--- src/usbie_pkg.sv ---
// Constants for the USB interrupt-enable register block.
// Assumes an 8-bit register port with byte-wide registers at their own offsets.
package usbie_pkg;

    localparam int unsigned REG_W = 8;

    ////////////////////////////////////////////////////////////////////////////////
    // Register offsets.
    localparam logic [7:0] OUT_FLAG_ADDR = 8'h04;
    localparam logic [7:0] CMN_FLAG_ADDR = 8'h06;
    localparam logic [7:0] OUT_EN_ADDR = 8'h09;
    localparam logic [7:0] CMN_EN_ADDR = 8'h0B;

    ////////////////////////////////////////////////////////////////////////////////
    // Values after reset.
    localparam logic [7:0] OUT_EN_RESET = 8'h0E;
    localparam logic [7:0] CMN_EN_RESET = 8'h06;
    localparam logic [7:0] FLAG_RESET = 8'h00;
    localparam logic [7:0] RDATA_RESET = 8'h00;

    ////////////////////////////////////////////////////////////////////////////////
    // Field positions and implemented bits.
    localparam int unsigned BIT_OUT1 = 1;
    localparam int unsigned BIT_OUT2 = 2;
    localparam int unsigned BIT_OUT3 = 3;
    localparam int unsigned BIT_SUSPEND = 0;
    localparam int unsigned BIT_RESUME = 1;
    localparam int unsigned BIT_BUS_RESET = 2;
    localparam int unsigned BIT_FRAME_START = 3;
    localparam logic [7:0] OUT_LIVE_MASK = 8'h0E;
    localparam logic [7:0] CMN_LIVE_MASK = 8'h0F;

endpackage : usbie_pkg

--- src/usbie_flag_if.sv ---
// Carrier between the register logic and one sticky flag bank.
// Assumes both ends run on the same clock.
`timescale 1ns/100ps
`default_nettype none
interface usbie_flag_if;
    logic [7:0] set;
    logic [7:0] clr;
    logic [7:0] flags;
    modport bank (input set, input clr, output flags);
    modport ctrl (output set, output clr, input flags);
endinterface : usbie_flag_if
`default_nettype wire

--- src/usbie_top.sv ---
// Interrupt-enable registers of a full-speed USB function controller.
// Assumes event pulses from the USB engine on ref_clk and a single-cycle register port.
`timescale 1ns/100ps
`default_nettype none
module usbie_top (
    input wire logic ref_clk,
    input wire logic rst_b,
    input wire logic ce,
    input wire logic [7:0] reg_addr,
    input wire logic [7:0] reg_wdata,
    input wire logic reg_wr,
    input wire logic reg_rd,
    output logic [7:0] reg_rdata,
    input wire logic out_ep1_event,
    input wire logic out_ep2_event,
    input wire logic out_ep3_event,
    input wire logic frame_start_event,
    input wire logic bus_reset_event,
    input wire logic resume_event,
    input wire logic suspend_event,
    output logic irq
);

    ////////////////////////////////////////////////////////////////////////////////
    // State.
    typedef struct packed {
        logic [7:0] out_en;
        logic [7:0] cmn_en;
        logic [7:0] rdata;
        logic irq;
    } usbie_state_t;

    usbie_state_t st_r;
    usbie_state_t st_nxt;
    logic [7:0] out_req;
    logic [7:0] cmn_req;
    logic [7:0] rd_mux;

    usbie_flag_if out_fl ();
    usbie_flag_if cmn_fl ();

    function automatic logic usbie_sel(input logic [7:0] addr, input logic [7:0] offset);
        usbie_sel = (addr == offset);
    endfunction : usbie_sel

    ////////////////////////////////////////////////////////////////////////////////
    // Flag banks. Events are recorded whatever the enables say.
    always_comb begin
        out_fl.set = 8'h00;
        out_fl.set[usbie_pkg::BIT_OUT1] = out_ep1_event;
        out_fl.set[usbie_pkg::BIT_OUT2] = out_ep2_event;
        out_fl.set[usbie_pkg::BIT_OUT3] = out_ep3_event;
        cmn_fl.set = 8'h00;
        cmn_fl.set[usbie_pkg::BIT_SUSPEND] = suspend_event;
        cmn_fl.set[usbie_pkg::BIT_RESUME] = resume_event;
        cmn_fl.set[usbie_pkg::BIT_BUS_RESET] = bus_reset_event;
        cmn_fl.set[usbie_pkg::BIT_FRAME_START] = frame_start_event;
        out_fl.clr = 8'h00;
        cmn_fl.clr = 8'h00;
        if (reg_wr && usbie_sel(reg_addr, usbie_pkg::OUT_FLAG_ADDR)) begin
            out_fl.clr = reg_wdata;
        end
        if (reg_wr && usbie_sel(reg_addr, usbie_pkg::CMN_FLAG_ADDR)) begin
            cmn_fl.clr = reg_wdata;
        end
    end

    usbie_flags #(
        .LIVE_MASK(usbie_pkg::OUT_LIVE_MASK)
    ) u_out_flags (
        .ref_clk(ref_clk),
        .rst_b(rst_b),
        .ce(ce),
        .fl(out_fl.bank)
    );

    usbie_flags #(
        .LIVE_MASK(usbie_pkg::CMN_LIVE_MASK)
    ) u_cmn_flags (
        .ref_clk(ref_clk),
        .rst_b(rst_b),
        .ce(ce),
        .fl(cmn_fl.bank)
    );

    ////////////////////////////////////////////////////////////////////////////////
    // Request gating. An enable only masks the request, never the flag.
    always_comb begin
        out_req = 8'h00;
        cmn_req = 8'h00;
        out_req[usbie_pkg::BIT_OUT3] = out_fl.flags[usbie_pkg::BIT_OUT3] & st_r.out_en[usbie_pkg::BIT_OUT3];
        out_req[usbie_pkg::BIT_OUT2] = out_fl.flags[usbie_pkg::BIT_OUT2] & st_r.out_en[usbie_pkg::BIT_OUT2];
        out_req[usbie_pkg::BIT_OUT1] = out_fl.flags[usbie_pkg::BIT_OUT1] & st_r.out_en[usbie_pkg::BIT_OUT1];
        cmn_req[usbie_pkg::BIT_FRAME_START] =
            cmn_fl.flags[usbie_pkg::BIT_FRAME_START] & st_r.cmn_en[usbie_pkg::BIT_FRAME_START];
        cmn_req[usbie_pkg::BIT_BUS_RESET] =
            cmn_fl.flags[usbie_pkg::BIT_BUS_RESET] & st_r.cmn_en[usbie_pkg::BIT_BUS_RESET];
        cmn_req[usbie_pkg::BIT_RESUME] =
            cmn_fl.flags[usbie_pkg::BIT_RESUME] & st_r.cmn_en[usbie_pkg::BIT_RESUME];
        cmn_req[usbie_pkg::BIT_SUSPEND] =
            cmn_fl.flags[usbie_pkg::BIT_SUSPEND] & st_r.cmn_en[usbie_pkg::BIT_SUSPEND];
    end

    ////////////////////////////////////////////////////////////////////////////////
    // Read multiplexer. Unmapped offsets read as zero.
    always_comb begin
        rd_mux = 8'h00;
        if (usbie_sel(reg_addr, usbie_pkg::OUT_EN_ADDR)) begin
            rd_mux = st_r.out_en & usbie_pkg::OUT_LIVE_MASK;
        end else if (usbie_sel(reg_addr, usbie_pkg::CMN_EN_ADDR)) begin
            rd_mux = st_r.cmn_en & usbie_pkg::CMN_LIVE_MASK;
        end else if (usbie_sel(reg_addr, usbie_pkg::OUT_FLAG_ADDR)) begin
            rd_mux = out_fl.flags;
        end else if (usbie_sel(reg_addr, usbie_pkg::CMN_FLAG_ADDR)) begin
            rd_mux = cmn_fl.flags;
        end
    end

    ////////////////////////////////////////////////////////////////////////////////
    // Next state. Read data stand for one cycle only, then fall back to zero.
    always_comb begin
        st_nxt = st_r;
        st_nxt.rdata = usbie_pkg::RDATA_RESET;
        if (reg_rd) begin
            st_nxt.rdata = rd_mux;
        end
        if (reg_wr && usbie_sel(reg_addr, usbie_pkg::OUT_EN_ADDR)) begin
            st_nxt.out_en = reg_wdata & usbie_pkg::OUT_LIVE_MASK;
        end
        if (reg_wr && usbie_sel(reg_addr, usbie_pkg::CMN_EN_ADDR)) begin
            st_nxt.cmn_en = reg_wdata & usbie_pkg::CMN_LIVE_MASK;
        end
        // The output is registered, so it trails the flags by one cycle; this keeps irq glitch free.
        st_nxt.irq = (|out_req) | (|cmn_req);
    end

    always_ff @(posedge ref_clk) begin
        if (!rst_b) begin
            st_r <= '{
                out_en: usbie_pkg::OUT_EN_RESET,
                cmn_en: usbie_pkg::CMN_EN_RESET,
                rdata: usbie_pkg::RDATA_RESET,
                irq: 1'b0
            };
        end else if (ce) begin
            st_r <= st_nxt;
        end
    end

    assign reg_rdata = st_r.rdata;
    assign irq = st_r.irq;
endmodule : usbie_top
`default_nettype wire

--- src/usbie_flags.sv ---
// One bank of sticky event flags, set by hardware and cleared by writing a one.
// Assumes set and clear pulses come from logic on ref_clk.
`timescale 1ns/100ps
`default_nettype none
module usbie_flags #(
    parameter logic [7:0] LIVE_MASK = 8'hFF
) (
    input wire logic ref_clk,
    input wire logic rst_b,
    input wire logic ce,
    usbie_flag_if.bank fl
);

    typedef struct packed {
        logic [7:0] flags;
    } usbie_flag_state_t;

    usbie_flag_state_t st_r;
    usbie_flag_state_t st_nxt;

    ////////////////////////////////////////////////////////////////////////////////
    // A set in the same cycle as its clear wins, so no event is lost.
    always_comb begin
        st_nxt = st_r;
        st_nxt.flags = ((st_r.flags & ~fl.clr) | fl.set) & LIVE_MASK;
    end

    always_ff @(posedge ref_clk) begin
        if (!rst_b) begin
            st_r <= '{flags: usbie_pkg::FLAG_RESET};
        end else if (ce) begin
            st_r <= st_nxt;
        end
    end

    assign fl.flags = st_r.flags;
endmodule : usbie_flags
`default_nettype wire

--- config.mk ---
export PLATFORM = sky130hd
export DESIGN_NAME = usbie_top
export DESIGN_NICKNAME = d
export VERILOG_FILES = /design/src/usbie_pkg.sv /design/src/usbie_flag_if.sv /design/src/usbie_top.sv /design/src/usbie_flags.sv
export SDC_FILE = /design/constraint.sdc
export NUM_CORES = 1
export LEC_CHECK = 0
export ABC_AREA = 1
export BUFFER_PORTS_ARGS = -buffer_cell sky130_fd_sc_hd__buf_4
export CORE_MARGIN = 2
export CORE_UTILIZATION = 49
export CTS_CLUSTER_SIZE = 14
export DETAILED_ROUTE_END_ITERATION = 12
export PLACE_DENSITY = 0.79
export SYNTH_ARGS = -nofsm -noshare
export SYNTH_HDL_FRONTEND = slang
export SYNTH_SLANG_ARGS = --single-unit
--- constraint.sdc ---
create_clock -name ref_clk -period 1.3 [get_ports ref_clk]
set_input_delay 0.26 -clock ref_clk [delete_from_list [all_inputs] [get_ports ref_clk]]
set_output_delay 0.26 -clock ref_clk [all_outputs]
set_load 0.01 [all_outputs]
# After elaboration in Yosys (flattened, before gate mapping)
# Cells that the tools add are included.
# Widths: inputs -> output; s select.
[classes]
n_reduce_logical = 8
multipliers = 0
n_mux = 7
n_eq_ne = 4
n_addsub = 0
shift = 0
bitwise_logic = 14
div = 0
order_cmp = 0
[ops]
columns = ["operator", "count"]
rows = [
  ["$mux 4", 6],
  ["$eq 8x3->1 const B", 2],
  ["$eq 8x4->1 const B", 2],
  ["$and 4x4->4", 2],
  ["$mux 8", 1],
  ["$not 4->4", 2],
  ["$or 4x4->4", 2],
  ["$and 1x1->1", 7],
  ["$logic_and 1x1->1", 4],
  ["$reduce_and 2->1", 2],
  ["$reduce_or 4->1", 1],
  ["$reduce_or 3->1", 1],
  ["$or 1x1->1", 1],
]
[word_totals]
mem_bits_ro = 0
reg_bits = 23
output_inout_bits = 9
latchBits = 0
input_bits = 28
elab_cells = 39
mem_bits_rw = 0
mem_count = 0

# Logic depth before layout (Yosys ltp)
# Gate-level depths: netlist of the first run.
[depth]
word_depth = 6
ltp_mapped = 9
mapped_depth_nobuf = 9

# Cells and area by module
# A second synthesis of the first run with hierarchy kept.
[hier_totals]
cells_unflattened = 224
area_unflattened_um2 = 1483.9
[by_module_without_submodules]
columns = ["module", "area_per_inst_um2", "n_inst", "cells_per_inst", "seq_area_each_um2"]
rows = [
  ["usbie_top", 1142.3, 1, 175, 320.3],
  ["usbie_flags (u_cmn_flags)", 187.7, 1, 27, 80.1],
  ["usbie_flags (u_out_flags)", 153.9, 1, 22, 60.1],
]

# Least setup slack after synthesis of the first run
# Ideal clock, no wire load.
[synth_path]
kind = "input port to flip-flop"
start = "input port reg_addr[3]"
end = "register u_cmn_flags.st_r, in the netlist u_cmn_flags.fl.flags[1]"
setup_ps = 134
t_arrival_ps = 907
required_ps = 1166
path_slack_ps = 260
n_path_buf = 0
path_stages = 6
cell_sequence = "inv_1 nand2_2 nor3_4 nand2_1 o21ai_1 a21oi_1"
[synth_via]
elab_chain_len = 6
[synth_rtl]
columns = ["element", "line", "source"]
rows = [
  ["from (decl)", "usbie_top.sv:9", "input wire logic [7:0] reg_addr,"],
  ["$eq 8x3->1", "usbie_top.sv:43", "usbie_sel = (addr == offset);"],
  ["$logic_and 1x1->1", "usbie_top.sv:63", "if (reg_wr && usbie_sel(reg_addr, usbie_pkg::CMN_FLAG_ADDR)) begin"],
  ["$mux 4", "usbie_top.sv:63", ""],
  ["$not 4->4", "usbie_flags.sv:25", "st_nxt.flags = ((st_r.flags & ~fl.clr) | fl.set) & LIVE_MASK;"],
  ["$and 4x4->4", "usbie_flags.sv:25", ""],
  ["$or 4x4->4", "usbie_flags.sv:25", ""],
  ["to (signal assigned)", "usbie_flags.sv:30", "st_r <= '{flags: usbie_pkg::FLAG_RESET};"],
  ["to (signal assigned)", "usbie_flags.sv:32", "st_r <= st_nxt;"],
  ["to (decl)", "usbie_flags.sv:18", "usbie_flag_state_t st_r;"],
]
# Every way passes these cells.
# A chain may end at the register's enable or synchronous reset.

# Final worst setup path of the first run
# Ends and elaborated chain as after synthesis.

==> results of run 1 <==
## state kept, by name, indices dropped and copies added (netlist names)
name,flops
u_cmn_flags.fl.flags,4
reg_rdata,4
irq,1
u_out_flags.fl.flags,3
st_r,7
## kinds of logic (layout without fill, tap and decap cells)
logic type	count (synthesis)	in the layout	synth area share (%)
and+or+nand+nor	80	80	35.2
buffers and inverters	34	61	14.3
DFF	19	19	34.3
AOI/OAI and AO/OA	30	30	15.8
other	1	4	0.338
## layer usage
layer	share of wire [%]	vias to the layer above
met4	0.90	0
met3	6.3	4
met5	0	-
met2	50	48
met1	42	516
li1	-	578
## worst min-delay path, cell delays in order
cell and delay, ns:
sky130_fd_sc_hd__buf_4 0.10, sky130_fd_sc_hd__nand2_1 0.05, sky130_fd_sc_hd__a21oi_1 0.05
## power groups by stage
stage,clock network (mW),registers [mW],logic [mW]
5_1_grt,0.340,0.618,0.210
4_1_cts,0.304,0.615,0.191
2_1_floorplan,0,0.624,0.104
6_report,0.298,0.615,0.191
3_5_place_dp,0,0.628,0.190
3_3_place_gp,0,0.627,0.186
## path summary, 6_finish.rpt
check                         start                 endpoint  slack [ns]  depth (start not counted)
setup / recovery        reg_addr[3]  u_cmn_flags.fl.flags[1]        0.20                          7
hold / removal    frame_start_event  u_cmn_flags.fl.flags[3]        0.21                          3
setup reg to reg           st_r[10]             reg_rdata[1]        0.33                          6
hold reg to reg        reg_rdata[0]             reg_rdata[0]        0.47                          2
## cells in the final DEF (no fill, tap or decap)
master / Yosys / routed
sky130_fd_sc_hd__nand4_1: 2 / 2
sky130_fd_sc_hd__nand3_2: 2 / 2
sky130_fd_sc_hd__a21oi_1: 11 / 11
sky130_fd_sc_hd__a21oi_2: 2 / 2
sky130_fd_sc_hd__nor3_4: 1 / 1
sky130_fd_sc_hd__nand2_2: 4 / 4
sky130_fd_sc_hd__nor3_2: 1 / 1
sky130_fd_sc_hd__nor2_1: 11 / 11
sky130_fd_sc_hd__nand2_4: 1 / 1
sky130_fd_sc_hd__buf_4: 8 / 34
sky130_fd_sc_hd__o211ai_1: 4 / 4
sky130_fd_sc_hd__o21ai_0: 3 / 3
sky130_fd_sc_hd__inv_1: 16 / 16
sky130_fd_sc_hd__inv_2: 7 / 7
sky130_fd_sc_hd__dfxtp_1: 19 / 19
sky130_fd_sc_hd__clkinv_2: 0 / 1
sky130_fd_sc_hd__nor2_4: 2 / 2
sky130_fd_sc_hd__nand2_1: 41 / 41
sky130_fd_sc_hd__a221oi_1: 2 / 2
sky130_fd_sc_hd__clkbuf_4: 0 / 3
sky130_fd_sc_hd__o21ai_1: 8 / 8
sky130_fd_sc_hd__nor2_2: 2 / 2
sky130_fd_sc_hd__conb_1: 1 / 4
sky130_fd_sc_hd__nand3_1: 13 / 13
## final cells by class
class | instances | area [µm²] | share of cell area [%]
Inverter | 23 | 86.3 | 6.32
Sequential cell | 19 | 380 | 27.9
Clock buffer | 3 | 22.5 | 1.65
Multi-Input combinational cell | 114 | 581 | 42.5
Tap cell | 28 | 35.0 | 2.57
Timing Repair Buffer | 34 | 255 | 18.7
Clock inverter | 1 | 5.00 | 0.367
## through the flow
stage / setup TNS, ns / utilization [%] / instances / instance area (µm²) / hold slack (ns)
floorplan: 0 / - / 167 / 1120 / 0.409
global placement: -0.0946 / 61.6 / 218 / 1340 / 0.456
detailed placement: -0.228 / 61.6 / 218 / 1340 / 0.457
CTS: 0 / 62.9 / 222 / 1370 / 0.207
global route: 0 / 62.9 / 222 / 1370 / 0.189
finish: 0 / 62.9 / 222 / 1370 / 0.210
## cells in the mapped netlist
cell type	number
sky130_fd_sc_hd__nor3_4	1
sky130_fd_sc_hd__conb_1	1
sky130_fd_sc_hd__a221oi_1	2
sky130_fd_sc_hd__o21ai_0	3
sky130_fd_sc_hd__nor2_2	2
sky130_fd_sc_hd__nand2_2	4
sky130_fd_sc_hd__buf_4	8
sky130_fd_sc_hd__nand3_2	2
sky130_fd_sc_hd__buf_2	1
sky130_fd_sc_hd__nor2_4	2
sky130_fd_sc_hd__nand2_4	1
sky130_fd_sc_hd__nand3_1	13
sky130_fd_sc_hd__nor3_2	1
sky130_fd_sc_hd__inv_1	16
sky130_fd_sc_hd__nand2_1	41
sky130_fd_sc_hd__a21oi_2	2
sky130_fd_sc_hd__a21oi_1	11
sky130_fd_sc_hd__nor2_1	11
sky130_fd_sc_hd__o21ai_1	8
sky130_fd_sc_hd__inv_2	7
sky130_fd_sc_hd__dfxtp_1	19
sky130_fd_sc_hd__o211ai_1	4
sky130_fd_sc_hd__nand4_1	2
sky130_fd_sc_hd__clkbuf_1	2
==> run summary, run 1 <==
OUTCOME
--------------------------------------------------------------------------------------------------
Status .............................................................................. finished, final reports clean

CLOCKING
--------------------------------------------------------------------------------------------------
Count of H-tree levels built during CTS .............................................            1
CTS sink cnt ........................................................................           19
Post-CTS Hold Buffers ...............................................................            0
Clk Latency, worst-skew pair ........................................................      0.30 ns
Clock transition time at the flip-flop clock pins of the worst setup and hold paths .      0.11 ns
Root Driver ......................................................................... sky130_fd_sc_hd__clkbuf_4
Number of setup buffers added after CTS .............................................            0
CTS tree ............................................................................          yes
TritonCTS Buffers ...................................................................            3
Number of gates given a new drive strength after cts ................................            0
Buffers from clock root to sink, at most ............................................            2

DIE
--------------------------------------------------------------------------------------------------
DIE AREA ............................................................................     2660 µm²
Overall die height ..................................................................      51.6 µm
Overall die width ...................................................................      51.6 µm
Ports ...............................................................................           37
Total core area .....................................................................     2170 µm²
Initial Utilization .................................................................        51.1%
Num rows ............................................................................           17

STA
--------------------------------------------------------------------------------------------------
Final count of hold timing violations ...............................................            0
Setup slack after layout ............................................................     0.200 ns
RSZ-0062 raised after global routing ................................................        false
Timing-limited maximum frequency ....................................................      909 MHz
Post-Route Skew .....................................................................   0.00912 ns
Number of setup violations in the final report ......................................            0
Tmin final ..........................................................................      1.10 ns
Share of the clock period used by the worst path ....................................        84.6%
Final Max Tran Viols ................................................................            0

GLOBAL ROUTE
--------------------------------------------------------------------------------------------------
Pin count of the biggest net entering global routing ................................           16
Grt met3 use ........................................................................        3.45%
Via count of the first global-routing pass ..........................................         1048
Met1 capacity usage during global routing ...........................................        26.1%
Met2 track demand over resource in global routing ...................................        38.9%
Total gr overflow ...................................................................            0
All-Layer GR Usage ..................................................................        21.9%
Wire length of the first global-routing pass ........................................      4.32 mm
Initial antenna violation count .....................................................            0
Global-route layer with the greatest usage ..........................................         met2

POWER
--------------------------------------------------------------------------------------------------
NetSw ...............................................................................     0.299 mW
Leakage .............................................................................     0.693 nW
Power density over cell area ........................................................   809 nW/µm²
Largest voltage drop on the vdd net .................................................     0.691 mV
Switching power as a share of total power ...........................................        27.1%
Power Internal ......................................................................     0.805 mW
Part of the total power dissipated in sequential elements ...........................        55.7%
Total design power ..................................................................      1.10 mW
Logic gate share of total power .....................................................        17.3%
Clock Power Share ...................................................................        27.0%

DRT
--------------------------------------------------------------------------------------------------
Initial detailed-routing violation count ............................................           23
Via count ...........................................................................         1146
DR DRC count ........................................................................            0
Total wire length ...................................................................      2.68 mm
WL/cell .............................................................................      12.1 µm
Remaining antenna violation count ...................................................            0
Via density per instance ............................................................         5.16
Drt pass-1 iters ....................................................................            4

SETUP PATH
--------------------------------------------------------------------------------------------------
Count of buffer and inverter cells on the critical path .............................            2
Crit path cell chain ................................................................ buf_4, inv_1, nand2_2, nor3_4, nand2_1, o21ai_1, a21oi_1
Kind of critical path ...............................................................       in2reg
Arrival time of the worst setup path ................................................      1.27 ns
Largest fanout of any net on the critical path ......................................            5
Kind of start point of the critical path ............................................ primary input
CP Data Required Time ...............................................................      1.47 ns
Delay-heaviest family, CP ........................................................... simple AND/OR/NAND/NOR gates
Library cell contributing the largest single delay on the critical path ............. sky130_fd_sc_hd__nor3_4
Sort of element at the end of the critical path .....................................     register
Max incr delay on CP ................................................................      0.35 ns

FINAL LAYOUT
--------------------------------------------------------------------------------------------------
Filler Cell Count ...................................................................          211
Fraction of final layout cells with drive strength greater than 1 ...................        30.9%
Post-synthesis to final-layout area growth ..........................................        23.1%
Antenna diode count .................................................................            0
Layout net count ....................................................................          223

PLACE
--------------------------------------------------------------------------------------------------
HPWL after detailed placement .......................................................      2.15 mm
Gp weighted congestion ..............................................................        0.986
Port buffer count ...................................................................           28
Setup slack at placement ............................................................   -0.0760 ns

SYNTH
--------------------------------------------------------------------------------------------------
Post-synthesis instance area ........................................................     1110 µm²
Yosys Warn Count ....................................................................            0
Area leader, netlist ................................................................ sky130_fd_sc_hd__dfxtp_1
Proportion of netlist area held by the largest area contributor .....................        34.3%
Cell count after synthesis ..........................................................          164
Number of synthesized register bits .................................................           19
Leading cell types by total area after synthesis .................................... sky130_fd_sc_hd__dfxtp_1 (34%), sky130_fd_sc_hd__nand2_1 (14%), sky130_fd_sc_hd__nand3_1 (5.9%), sky130_fd_sc_hd__buf_4 (5.4%), sky130_fd_sc_hd__inv_1 (5.4%)
Number of distinct library cell variants in the gate-level netlist after synthesis ..           24
Mean instance size in the synthesized netlist .......................................     6.76 µm²
Portion of the post-synthesis area used by sequential elements ......................        34.3%

RUN
--------------------------------------------------------------------------------------------------
Number of max-capacitance violations reported .......................................            0

WORST HOLD PATH
--------------------------------------------------------------------------------------------------
Kind of path behind the tightest hold check .........................................       in2reg

Note: power is estimated with default switching activity, not from simulation.
==> run 2, diff against run 1 <==
--- a/config.mk
+++ b/config.mk
@@ -8,10 +8,10 @@
 export ABC_AREA = 1
 export BUFFER_PORTS_ARGS = -buffer_cell sky130_fd_sc_hd__buf_4
 export CORE_MARGIN = 2
-export CORE_UTILIZATION = 49
+export CORE_UTILIZATION = 44
 export CTS_CLUSTER_SIZE = 14
 export DETAILED_ROUTE_END_ITERATION = 12
-export PLACE_DENSITY = 0.79
+export PLACE_DENSITY = 0.75
 export SYNTH_ARGS = -nofsm -noshare
 export SYNTH_HDL_FRONTEND = slang
 export SYNTH_SLANG_ARGS = --single-unit
==> constraint.sdc (replaced) <==
create_clock -name ref_clk -period 1 [get_ports ref_clk]
set_input_delay 0.2 -clock ref_clk [delete_from_list [all_inputs] [get_ports ref_clk]]
set_output_delay 0.2 -clock ref_clk [all_outputs]
set_load 0.01 [all_outputs]
==> run summary, run 2 (synthesis results as in run 1) <==
STA
--------------------------------------------------------------------------------------------------
Share of the clock period used by the worst path ....................................        98.2%
Final Max Tran Viols ................................................................            0   unchanged
Tmin final ..........................................................................     0.982 ns
RSZ-0062 raised after global routing ................................................         true
Post-Route Skew .....................................................................    0.0137 ns   +0.00458 ns
Number of setup violations in the final report ......................................            0   unchanged
Final count of hold timing violations ...............................................            0   unchanged
Timing-limited maximum frequency ....................................................     1020 MHz

FINAL LAYOUT
--------------------------------------------------------------------------------------------------
Largest register FFs ................................................................            7   unchanged
Register with the highest flop count ................................................         st_r
Post-synthesis to final-layout area growth ..........................................        25.3%
Finished Core Util ..................................................................        57.1%   -5.8 points
Most common cell after layout, fill and taps aside .................................. sky130_fd_sc_hd__nand2_1
Layout net count ....................................................................          224   +0.45%
Fraction of final layout cells with drive strength greater than 1 ...................        35.4%   +4.5 points
Antenna diode count .................................................................            0   unchanged
Final design area excluding fillers .................................................     1390 µm²   +1.7%
Top library cells by usage in the layout, fill and taps aside ....................... sky130_fd_sc_hd__nand2_1 (41), sky130_fd_sc_hd__buf_4 (35), sky130_fd_sc_hd__inv_1 (16)

SETUP PATH
--------------------------------------------------------------------------------------------------
Max incr delay on CP ................................................................      0.34 ns   about the same
Delay-heaviest family, CP ...........................................................   flip-flops
Crit path cell chain ................................................................        buf_4
FF-to-FF setup slack ................................................................      0.08 ns   -0.25 ns
Terminus of the critical flop-to-flop path .......................................... reg_rdata[2]
Arrival time of the worst setup path ................................................      0.78 ns   -0.49 ns
Worst R2R Start ..................................................................... u_cmn_flags.fl.flags[2]
Kind of critical path ...............................................................      reg2out
Count of buffer and inverter cells on the critical path .............................            1   -1
Kind of start point of the critical path ............................................     register
CP Data Required Time ...............................................................      0.80 ns   -0.67 ns
Library cell contributing the largest single delay on the critical path ............. sky130_fd_sc_hd__dfxtp_2
Depth of the most critical reg-to-reg path ..........................................            6   unchanged
Largest fanout of any net on the critical path ......................................            2   -3
Sort of element at the end of the critical path .....................................  output port

CLOCKING
--------------------------------------------------------------------------------------------------
Post-CTS Hold Buffers ...............................................................            0   unchanged
Root Driver ......................................................................... sky130_fd_sc_hd__clkbuf_4
Buffers from clock root to sink, at most ............................................            2   unchanged
Clk Latency, worst-skew pair ........................................................      0.31 ns   about the same
TritonCTS Buffers ...................................................................            3   unchanged
Clock transition time at the flip-flop clock pins of the worst setup and hold paths .      0.12 ns   about the same
Number of setup buffers added after CTS .............................................            0   unchanged
CTS sink cnt ........................................................................           19   unchanged
CTS tree ............................................................................          yes
Count of H-tree levels built during CTS .............................................            1   unchanged

POWER
--------------------------------------------------------------------------------------------------
NetSw ...............................................................................     0.404 mW   +35%
Part of the total power dissipated in sequential elements ...........................        54.8%   -0.9 points
Switching power as a share of total power ...........................................        27.7%   +0.60 points
Clock Power Share ...................................................................        27.5%   +0.5 points
Power Internal ......................................................................      1.06 mW   +31%
Largest voltage drop on the vdd net .................................................     0.972 mV   +41%
Total design power ..................................................................      1.46 mW   +32%
Logic gate share of total power .....................................................        17.7%   +0.4 points
Leakage .............................................................................     0.696 nW   +0.39%
Power density over cell area ........................................................  1050 nW/µm²   +30%

DRT
--------------------------------------------------------------------------------------------------
Met1 Wirelength .....................................................................      1.16 mm   +1.8%
Length of routed met2 wiring ........................................................      1.33 mm   -1.1%
WL/cell .............................................................................      12.1 µm   about the same
Met3 wire len .......................................................................       160 µm   -5.9%
Top Layer Used ......................................................................         met4
Via density per instance ............................................................         5.11   -1.1%
Drt pass-1 iters ....................................................................            5   +1
Via count ...........................................................................         1149   +0.26%
Remaining antenna violation count ...................................................            0   unchanged
DR DRC count ........................................................................            0   unchanged
Initial detailed-routing violation count ............................................           26   +13%
Total wire length ...................................................................      2.71 mm   +1.3%

OUTCOME
--------------------------------------------------------------------------------------------------
Status .............................................................................. finished, final reports clean

WORST HOLD PATH
--------------------------------------------------------------------------------------------------
Hold_sp .............................................................................        rst_b
Terminating pin of the worst hold path ..............................................     st_r[20]
WHS Path Cells ......................................................................            2   -1
Kind of path behind the tightest hold check .........................................       in2reg

PLACE
--------------------------------------------------------------------------------------------------
Gp weighted congestion ..............................................................        0.910   -7.8%
Port buffer count ...................................................................           28   unchanged
Cell area after placement ...........................................................     1350 µm²   +0.75%
HPWL after detailed placement .......................................................      2.21 mm   +3.0%

DIE
--------------------------------------------------------------------------------------------------
Total core area .....................................................................     2430 µm²   +12%
Overall die width ...................................................................      54.2 µm   +5.1%
DIE AREA ............................................................................     2940 µm²   +10%
Num rows ............................................................................           18   +1
Overall die height ..................................................................      54.2 µm   +5.1%
Ports ...............................................................................           37   unchanged
Initial Utilization .................................................................        45.6%   -5.5 points

GLOBAL ROUTE
--------------------------------------------------------------------------------------------------
Via count of the first global-routing pass ..........................................         1065   +1.6%
Pin count of the biggest net entering global routing ................................           13   -3
Total gr overflow ...................................................................            0   unchanged
Wire length of the first global-routing pass ........................................      4.44 mm   +2.7%
All-Layer GR Usage ..................................................................        20.8%   -1.1 points
Initial antenna violation count .....................................................            0   unchanged

RUN
--------------------------------------------------------------------------------------------------
Number of max-capacitance violations reported .......................................            0   unchanged

-- run 2: what timing repair did --
| item | CTS | global route |
|---|---|---|
| setup endpoints to repair | 0 | 6 |
| hold endpoints to repair | 0 | 0 |
| gates resized for setup | 0 | 8 |
-- run 2: power by group through the flow --
stage | registers, mW | logic, mW | clock network, mW
after floorplan | 0.811 | 0.135 | 0
after global placement | 0.814 | 0.250 | 0
after detailed placement | 0.815 | 0.256 | 0
after CTS | 0.798 | 0.259 | 0.412
after global routing | 0.803 | 0.286 | 0.428
final | 0.800 | 0.258 | 0.401
-- run 2: cell type report --
cell class                 count  area (µm²)
sequential                    19         389
clock buffer                   3        22.5
multi-input combinational    114         583
inverter                      23        86.3
clock inverter                 1        7.51
timing repair buffer          35         263
fill                         246        1040
tap                           30        37.5
-- run 2: worst max path at each step --
stage                 from                       to  slack [ns]  cells after the start
2_1_floorplan  reg_addr[3]  u_cmn_flags.fl.flags[1]        0.02                      6
3_3_place_gp   reg_addr[3]  u_out_flags.fl.flags[3]       -0.20                      7
3_5_place_dp   reg_addr[5]  u_cmn_flags.fl.flags[1]       -0.22                      7
4_1_cts                irq                      irq       0.004                      1
5_1_grt        reg_addr[0]             reg_rdata[1]       -0.01                     11
6_report               irq                      irq        0.02                      1
-- run 2: metal layers --
metal	vias up	global-route usage, %
met3	9	1.67
met2	41	35.1
li1	575	-
met4	0	11.3
met5	-	0
met1	524	25.9
-- run 2: per-stage QoR --
stage / setup slack, ns / instances / hold WS (ns) / TNS (ns)
6_report: 0.0182 / 225 / 0.136 / 0
5_1_grt: -0.0110 / 225 / 0.144 / -0.0110
4_1_cts: 0.00399 / 225 / 0.128 / 0
3_5_place_dp: -0.225 / 221 / 0.456 / -3.23
3_3_place_gp: -0.203 / 221 / 0.448 / -2.61
2_1_floorplan: 0.0196 / 167 / 0.349 / 0
==> run 3, diff against run 2 <==
--- a/config.mk
+++ b/config.mk
@@ -7,11 +7,12 @@
 export LEC_CHECK = 0
 export ABC_AREA = 1
 export BUFFER_PORTS_ARGS = -buffer_cell sky130_fd_sc_hd__buf_4
+export CAP_MARGIN = 20
 export CORE_MARGIN = 2
 export CORE_UTILIZATION = 44
 export CTS_CLUSTER_SIZE = 14
 export DETAILED_ROUTE_END_ITERATION = 12
-export PLACE_DENSITY = 0.75
+export PLACE_DENSITY = 0.83
 export SYNTH_ARGS = -nofsm -noshare
 export SYNTH_HDL_FRONTEND = slang
 export SYNTH_SLANG_ARGS = --single-unit
==> run summary, run 3 (synthesis results as in run 1) <==
OUTCOME
--------------------------------------------------------------------------------------------------
Status .............................................................................. finished, final reports clean

STA
--------------------------------------------------------------------------------------------------
Final Max Tran Viols ................................................................            0   unchanged
Timing-limited maximum frequency ....................................................     1040 MHz   +2.1%
Final-layout setup total negative slack .............................................         0 ns   unchanged
RSZ-0062 raised after global routing ................................................        false
Post-Route Skew .....................................................................   0.00375 ns   -0.00996 ns
Number of setup violations in the final report ......................................            0   unchanged
Final count of hold timing violations ...............................................            0   unchanged
Tmin final ..........................................................................     0.962 ns   -0.0199 ns
Share of the clock period used by the worst path ....................................        96.2%   -2.0 points

CLOCKING
--------------------------------------------------------------------------------------------------
Buffers from clock root to sink, at most ............................................            2   unchanged
Post-CTS Hold Buffers ...............................................................            0   unchanged
Clk Latency, worst-skew pair ........................................................      0.30 ns   about the same
CTS sink cnt ........................................................................           19   unchanged
Clock transition time at the flip-flop clock pins of the worst setup and hold paths .      0.10 ns   -0.02 ns
Root Driver ......................................................................... sky130_fd_sc_hd__clkbuf_4
TritonCTS Buffers ...................................................................            3   unchanged
Count of H-tree levels built during CTS .............................................            1   unchanged
CTS tree ............................................................................          yes

GLOBAL ROUTE
--------------------------------------------------------------------------------------------------
Via count of the first global-routing pass ..........................................         1106   +3.8%
Initial antenna violation count .....................................................            0   unchanged
Total gr overflow ...................................................................            0   unchanged
All-Layer GR Usage ..................................................................        20.7%   -0.14 points
Wire length of the first global-routing pass ........................................      4.38 mm   -1.2%
Pin count of the biggest net entering global routing ................................           12   -1

SETUP PATH
--------------------------------------------------------------------------------------------------
Capturing instance or port of the critical path ..................................... reg_rdata[0]
Crit path cell chain ................................................................        buf_4
CP Data Required Time ...............................................................      0.80 ns   about the same
Terminus of the critical flop-to-flop path ..........................................          irq
Kind of start point of the critical path ............................................     register
Depth of the most critical reg-to-reg path ..........................................            4   -2
Max incr delay on CP ................................................................      0.35 ns   about the same
Number of stages on the worst setup path ............................................            1   unchanged
FF-to-FF setup slack ................................................................      0.09 ns   about the same
Worst setup path start .............................................................. reg_rdata[0]
Sort of element at the end of the critical path .....................................  output port
Kind of critical path ...............................................................      reg2out
Largest fanout of any net on the critical path ......................................            2   unchanged
Worst R2R Start .....................................................................      st_r[9]
Arrival time of the worst setup path ................................................      0.76 ns   -0.02 ns
Library cell contributing the largest single delay on the critical path ............. sky130_fd_sc_hd__dfxtp_1
Delay-heaviest family, CP ...........................................................   flip-flops
Count of buffer and inverter cells on the critical path .............................            1   unchanged

POWER
--------------------------------------------------------------------------------------------------
Power density over cell area ........................................................  1030 nW/µm²   -2.0%
Total design power ..................................................................      1.46 mW   +0.36%
Leakage .............................................................................     0.717 nW   +3.1%
Largest voltage drop on the vdd net .................................................     0.755 mV   -22%

DRT
--------------------------------------------------------------------------------------------------
Remaining antenna violation count ...................................................            0   unchanged
Initial detailed-routing violation count ............................................           22   -15%
Via count ...........................................................................         1119   -2.6%
DR DRC count ........................................................................            0   unchanged
WL/cell .............................................................................      11.4 µm   -5.9%
Via density per instance ............................................................         4.91   -3.9%
Drt pass-1 iters ....................................................................            4   -1
Total wire length ...................................................................      2.59 mm   -4.6%

PLACE
--------------------------------------------------------------------------------------------------
Gp weighted congestion ..............................................................        0.894   -1.8%
Port buffer count ...................................................................           28   unchanged
Cell area after placement ...........................................................     1380 µm²   +2.6%
HPWL after detailed placement .......................................................      2.11 mm   -4.4%

DIE
--------------------------------------------------------------------------------------------------
Overall die height ..................................................................      54.2 µm   unchanged
DIE AREA ............................................................................     2940 µm²   unchanged
Total core area .....................................................................     2430 µm²   unchanged
Num rows ............................................................................           18   unchanged
Ports ...............................................................................           37   unchanged
Overall die width ...................................................................      54.2 µm   unchanged
Initial Utilization .................................................................        45.6%   unchanged

RUN
--------------------------------------------------------------------------------------------------
Number of max-capacitance violations reported .......................................            0   unchanged

FINAL LAYOUT
--------------------------------------------------------------------------------------------------
Register with the highest flop count ................................................         st_r
Post-synthesis to final-layout area growth ..........................................        28.3%
Largest register FFs ................................................................            7   unchanged
Finished Core Util ..................................................................        58.5%   +1.4 points
Layout net count ....................................................................          227   +1.3%
Top library cells by usage in the layout, fill and taps aside ....................... sky130_fd_sc_hd__nand2_1 (41), sky130_fd_sc_hd__buf_4 (36), sky130_fd_sc_hd__inv_1 (16), sky130_fd_sc_hd__dfxtp_1 (16), sky130_fd_sc_hd__nand3_1 (13)
Most common cell after layout, fill and taps aside .................................. sky130_fd_sc_hd__nand2_1
Final design area excluding fillers .................................................     1420 µm²   +2.4%
Antenna diode count .................................................................            0   unchanged
Fraction of final layout cells with drive strength greater than 1 ...................        33.8%   -1.5 points

WORST HOLD PATH
--------------------------------------------------------------------------------------------------
Kind of path behind the tightest hold check .........................................       in2reg

==> run 3: cell types whose count changed in the layout (fill, tap and decap cells not counted) <==
cell and change:
sky130_fd_sc_hd__a221oi_1 -1, sky130_fd_sc_hd__dfxtp_1 +4, sky130_fd_sc_hd__buf_6 +1, sky130_fd_sc_hd__buf_4 +1, sky130_fd_sc_hd__buf_12 +1, sky130_fd_sc_hd__nor2_1 +1
sky130_fd_sc_hd__nor2_2 -1, sky130_fd_sc_hd__clkinvlp_4 -1, sky130_fd_sc_hd__a221oi_2 +1, sky130_fd_sc_hd__dfxtp_2 -4, sky130_fd_sc_hd__clkbuf_1 +1
==> run 3: cell type report <==
class | instances | area [µm²]
clock buffer | 4 | 26.3
fill | 246 | 1010
inverter | 23 | 86.3
multi-input combinational | 114 | 587
sequential | 19 | 384
tap | 30 | 37.5
timing repair buffer | 38 | 302
==> run 3: worst min-delay path by stage <==
stage,from,cells past startpoint,slack (ns),to
3_5_place_dp,reg_rdata[0],2,0.46,reg_rdata[0]
4_1_cts,bus_reset_event,3,0.14,u_cmn_flags.fl.flags[2]
2_1_floorplan,suspend_event,2,0.35,u_cmn_flags.fl.flags[0]
5_1_grt,suspend_event,3,0.13,u_cmn_flags.fl.flags[0]
6_report,suspend_event,3,0.15,u_cmn_flags.fl.flags[0]
3_3_place_gp,reg_rdata[0],2,0.45,reg_rdata[0]
==> run 3: repair_timing <==
action	in CTS	in global routing
setup buffers	0	0
gates resized for setup	0	5
endpoints found under the setup margin	0	4
==> run 3: per-stage QoR <==
stage / setup WS [ns] / hold slack (ns) / std cells
floorplan: 0.0196 / 0.349 / 167
global placement: -0.193 / 0.455 / 224
detailed placement: -0.215 / 0.459 / 224
CTS: 0.0230 / 0.140 / 228
global route: 0.00288 / 0.134 / 228
finish: 0.0381 / 0.145 / 228
==> run 3: per-layer routing <==
layer | routed length (µm) | track usage (%) | part of all wire (%) | vias up
li1 | - | - | - | 586
met2 | 1220 | 33.9 | 47 | 45
met5 | 0 | 0 | 0 | -
met3 | 147 | 2.50 | 5.7 | 7
met1 | 1160 | 25.9 | 45 | 481
met4 | 66 | 11.7 | 2.5 | 0
==> run 3: power by group <==
part / internal (mW) / switching (mW)
Clock: 0.156 / 0.231
Sequential: 0.781 / 0.0187
Combinational: 0.140 / 0.138
Total: 1.08 / 0.388
==> run 3: worst min-delay path, stage by stage <==
cell and delay, ns:
sky130_fd_sc_hd__buf_4 0.10, sky130_fd_sc_hd__nand2_1 0.05, sky130_fd_sc_hd__a21oi_1 0.05
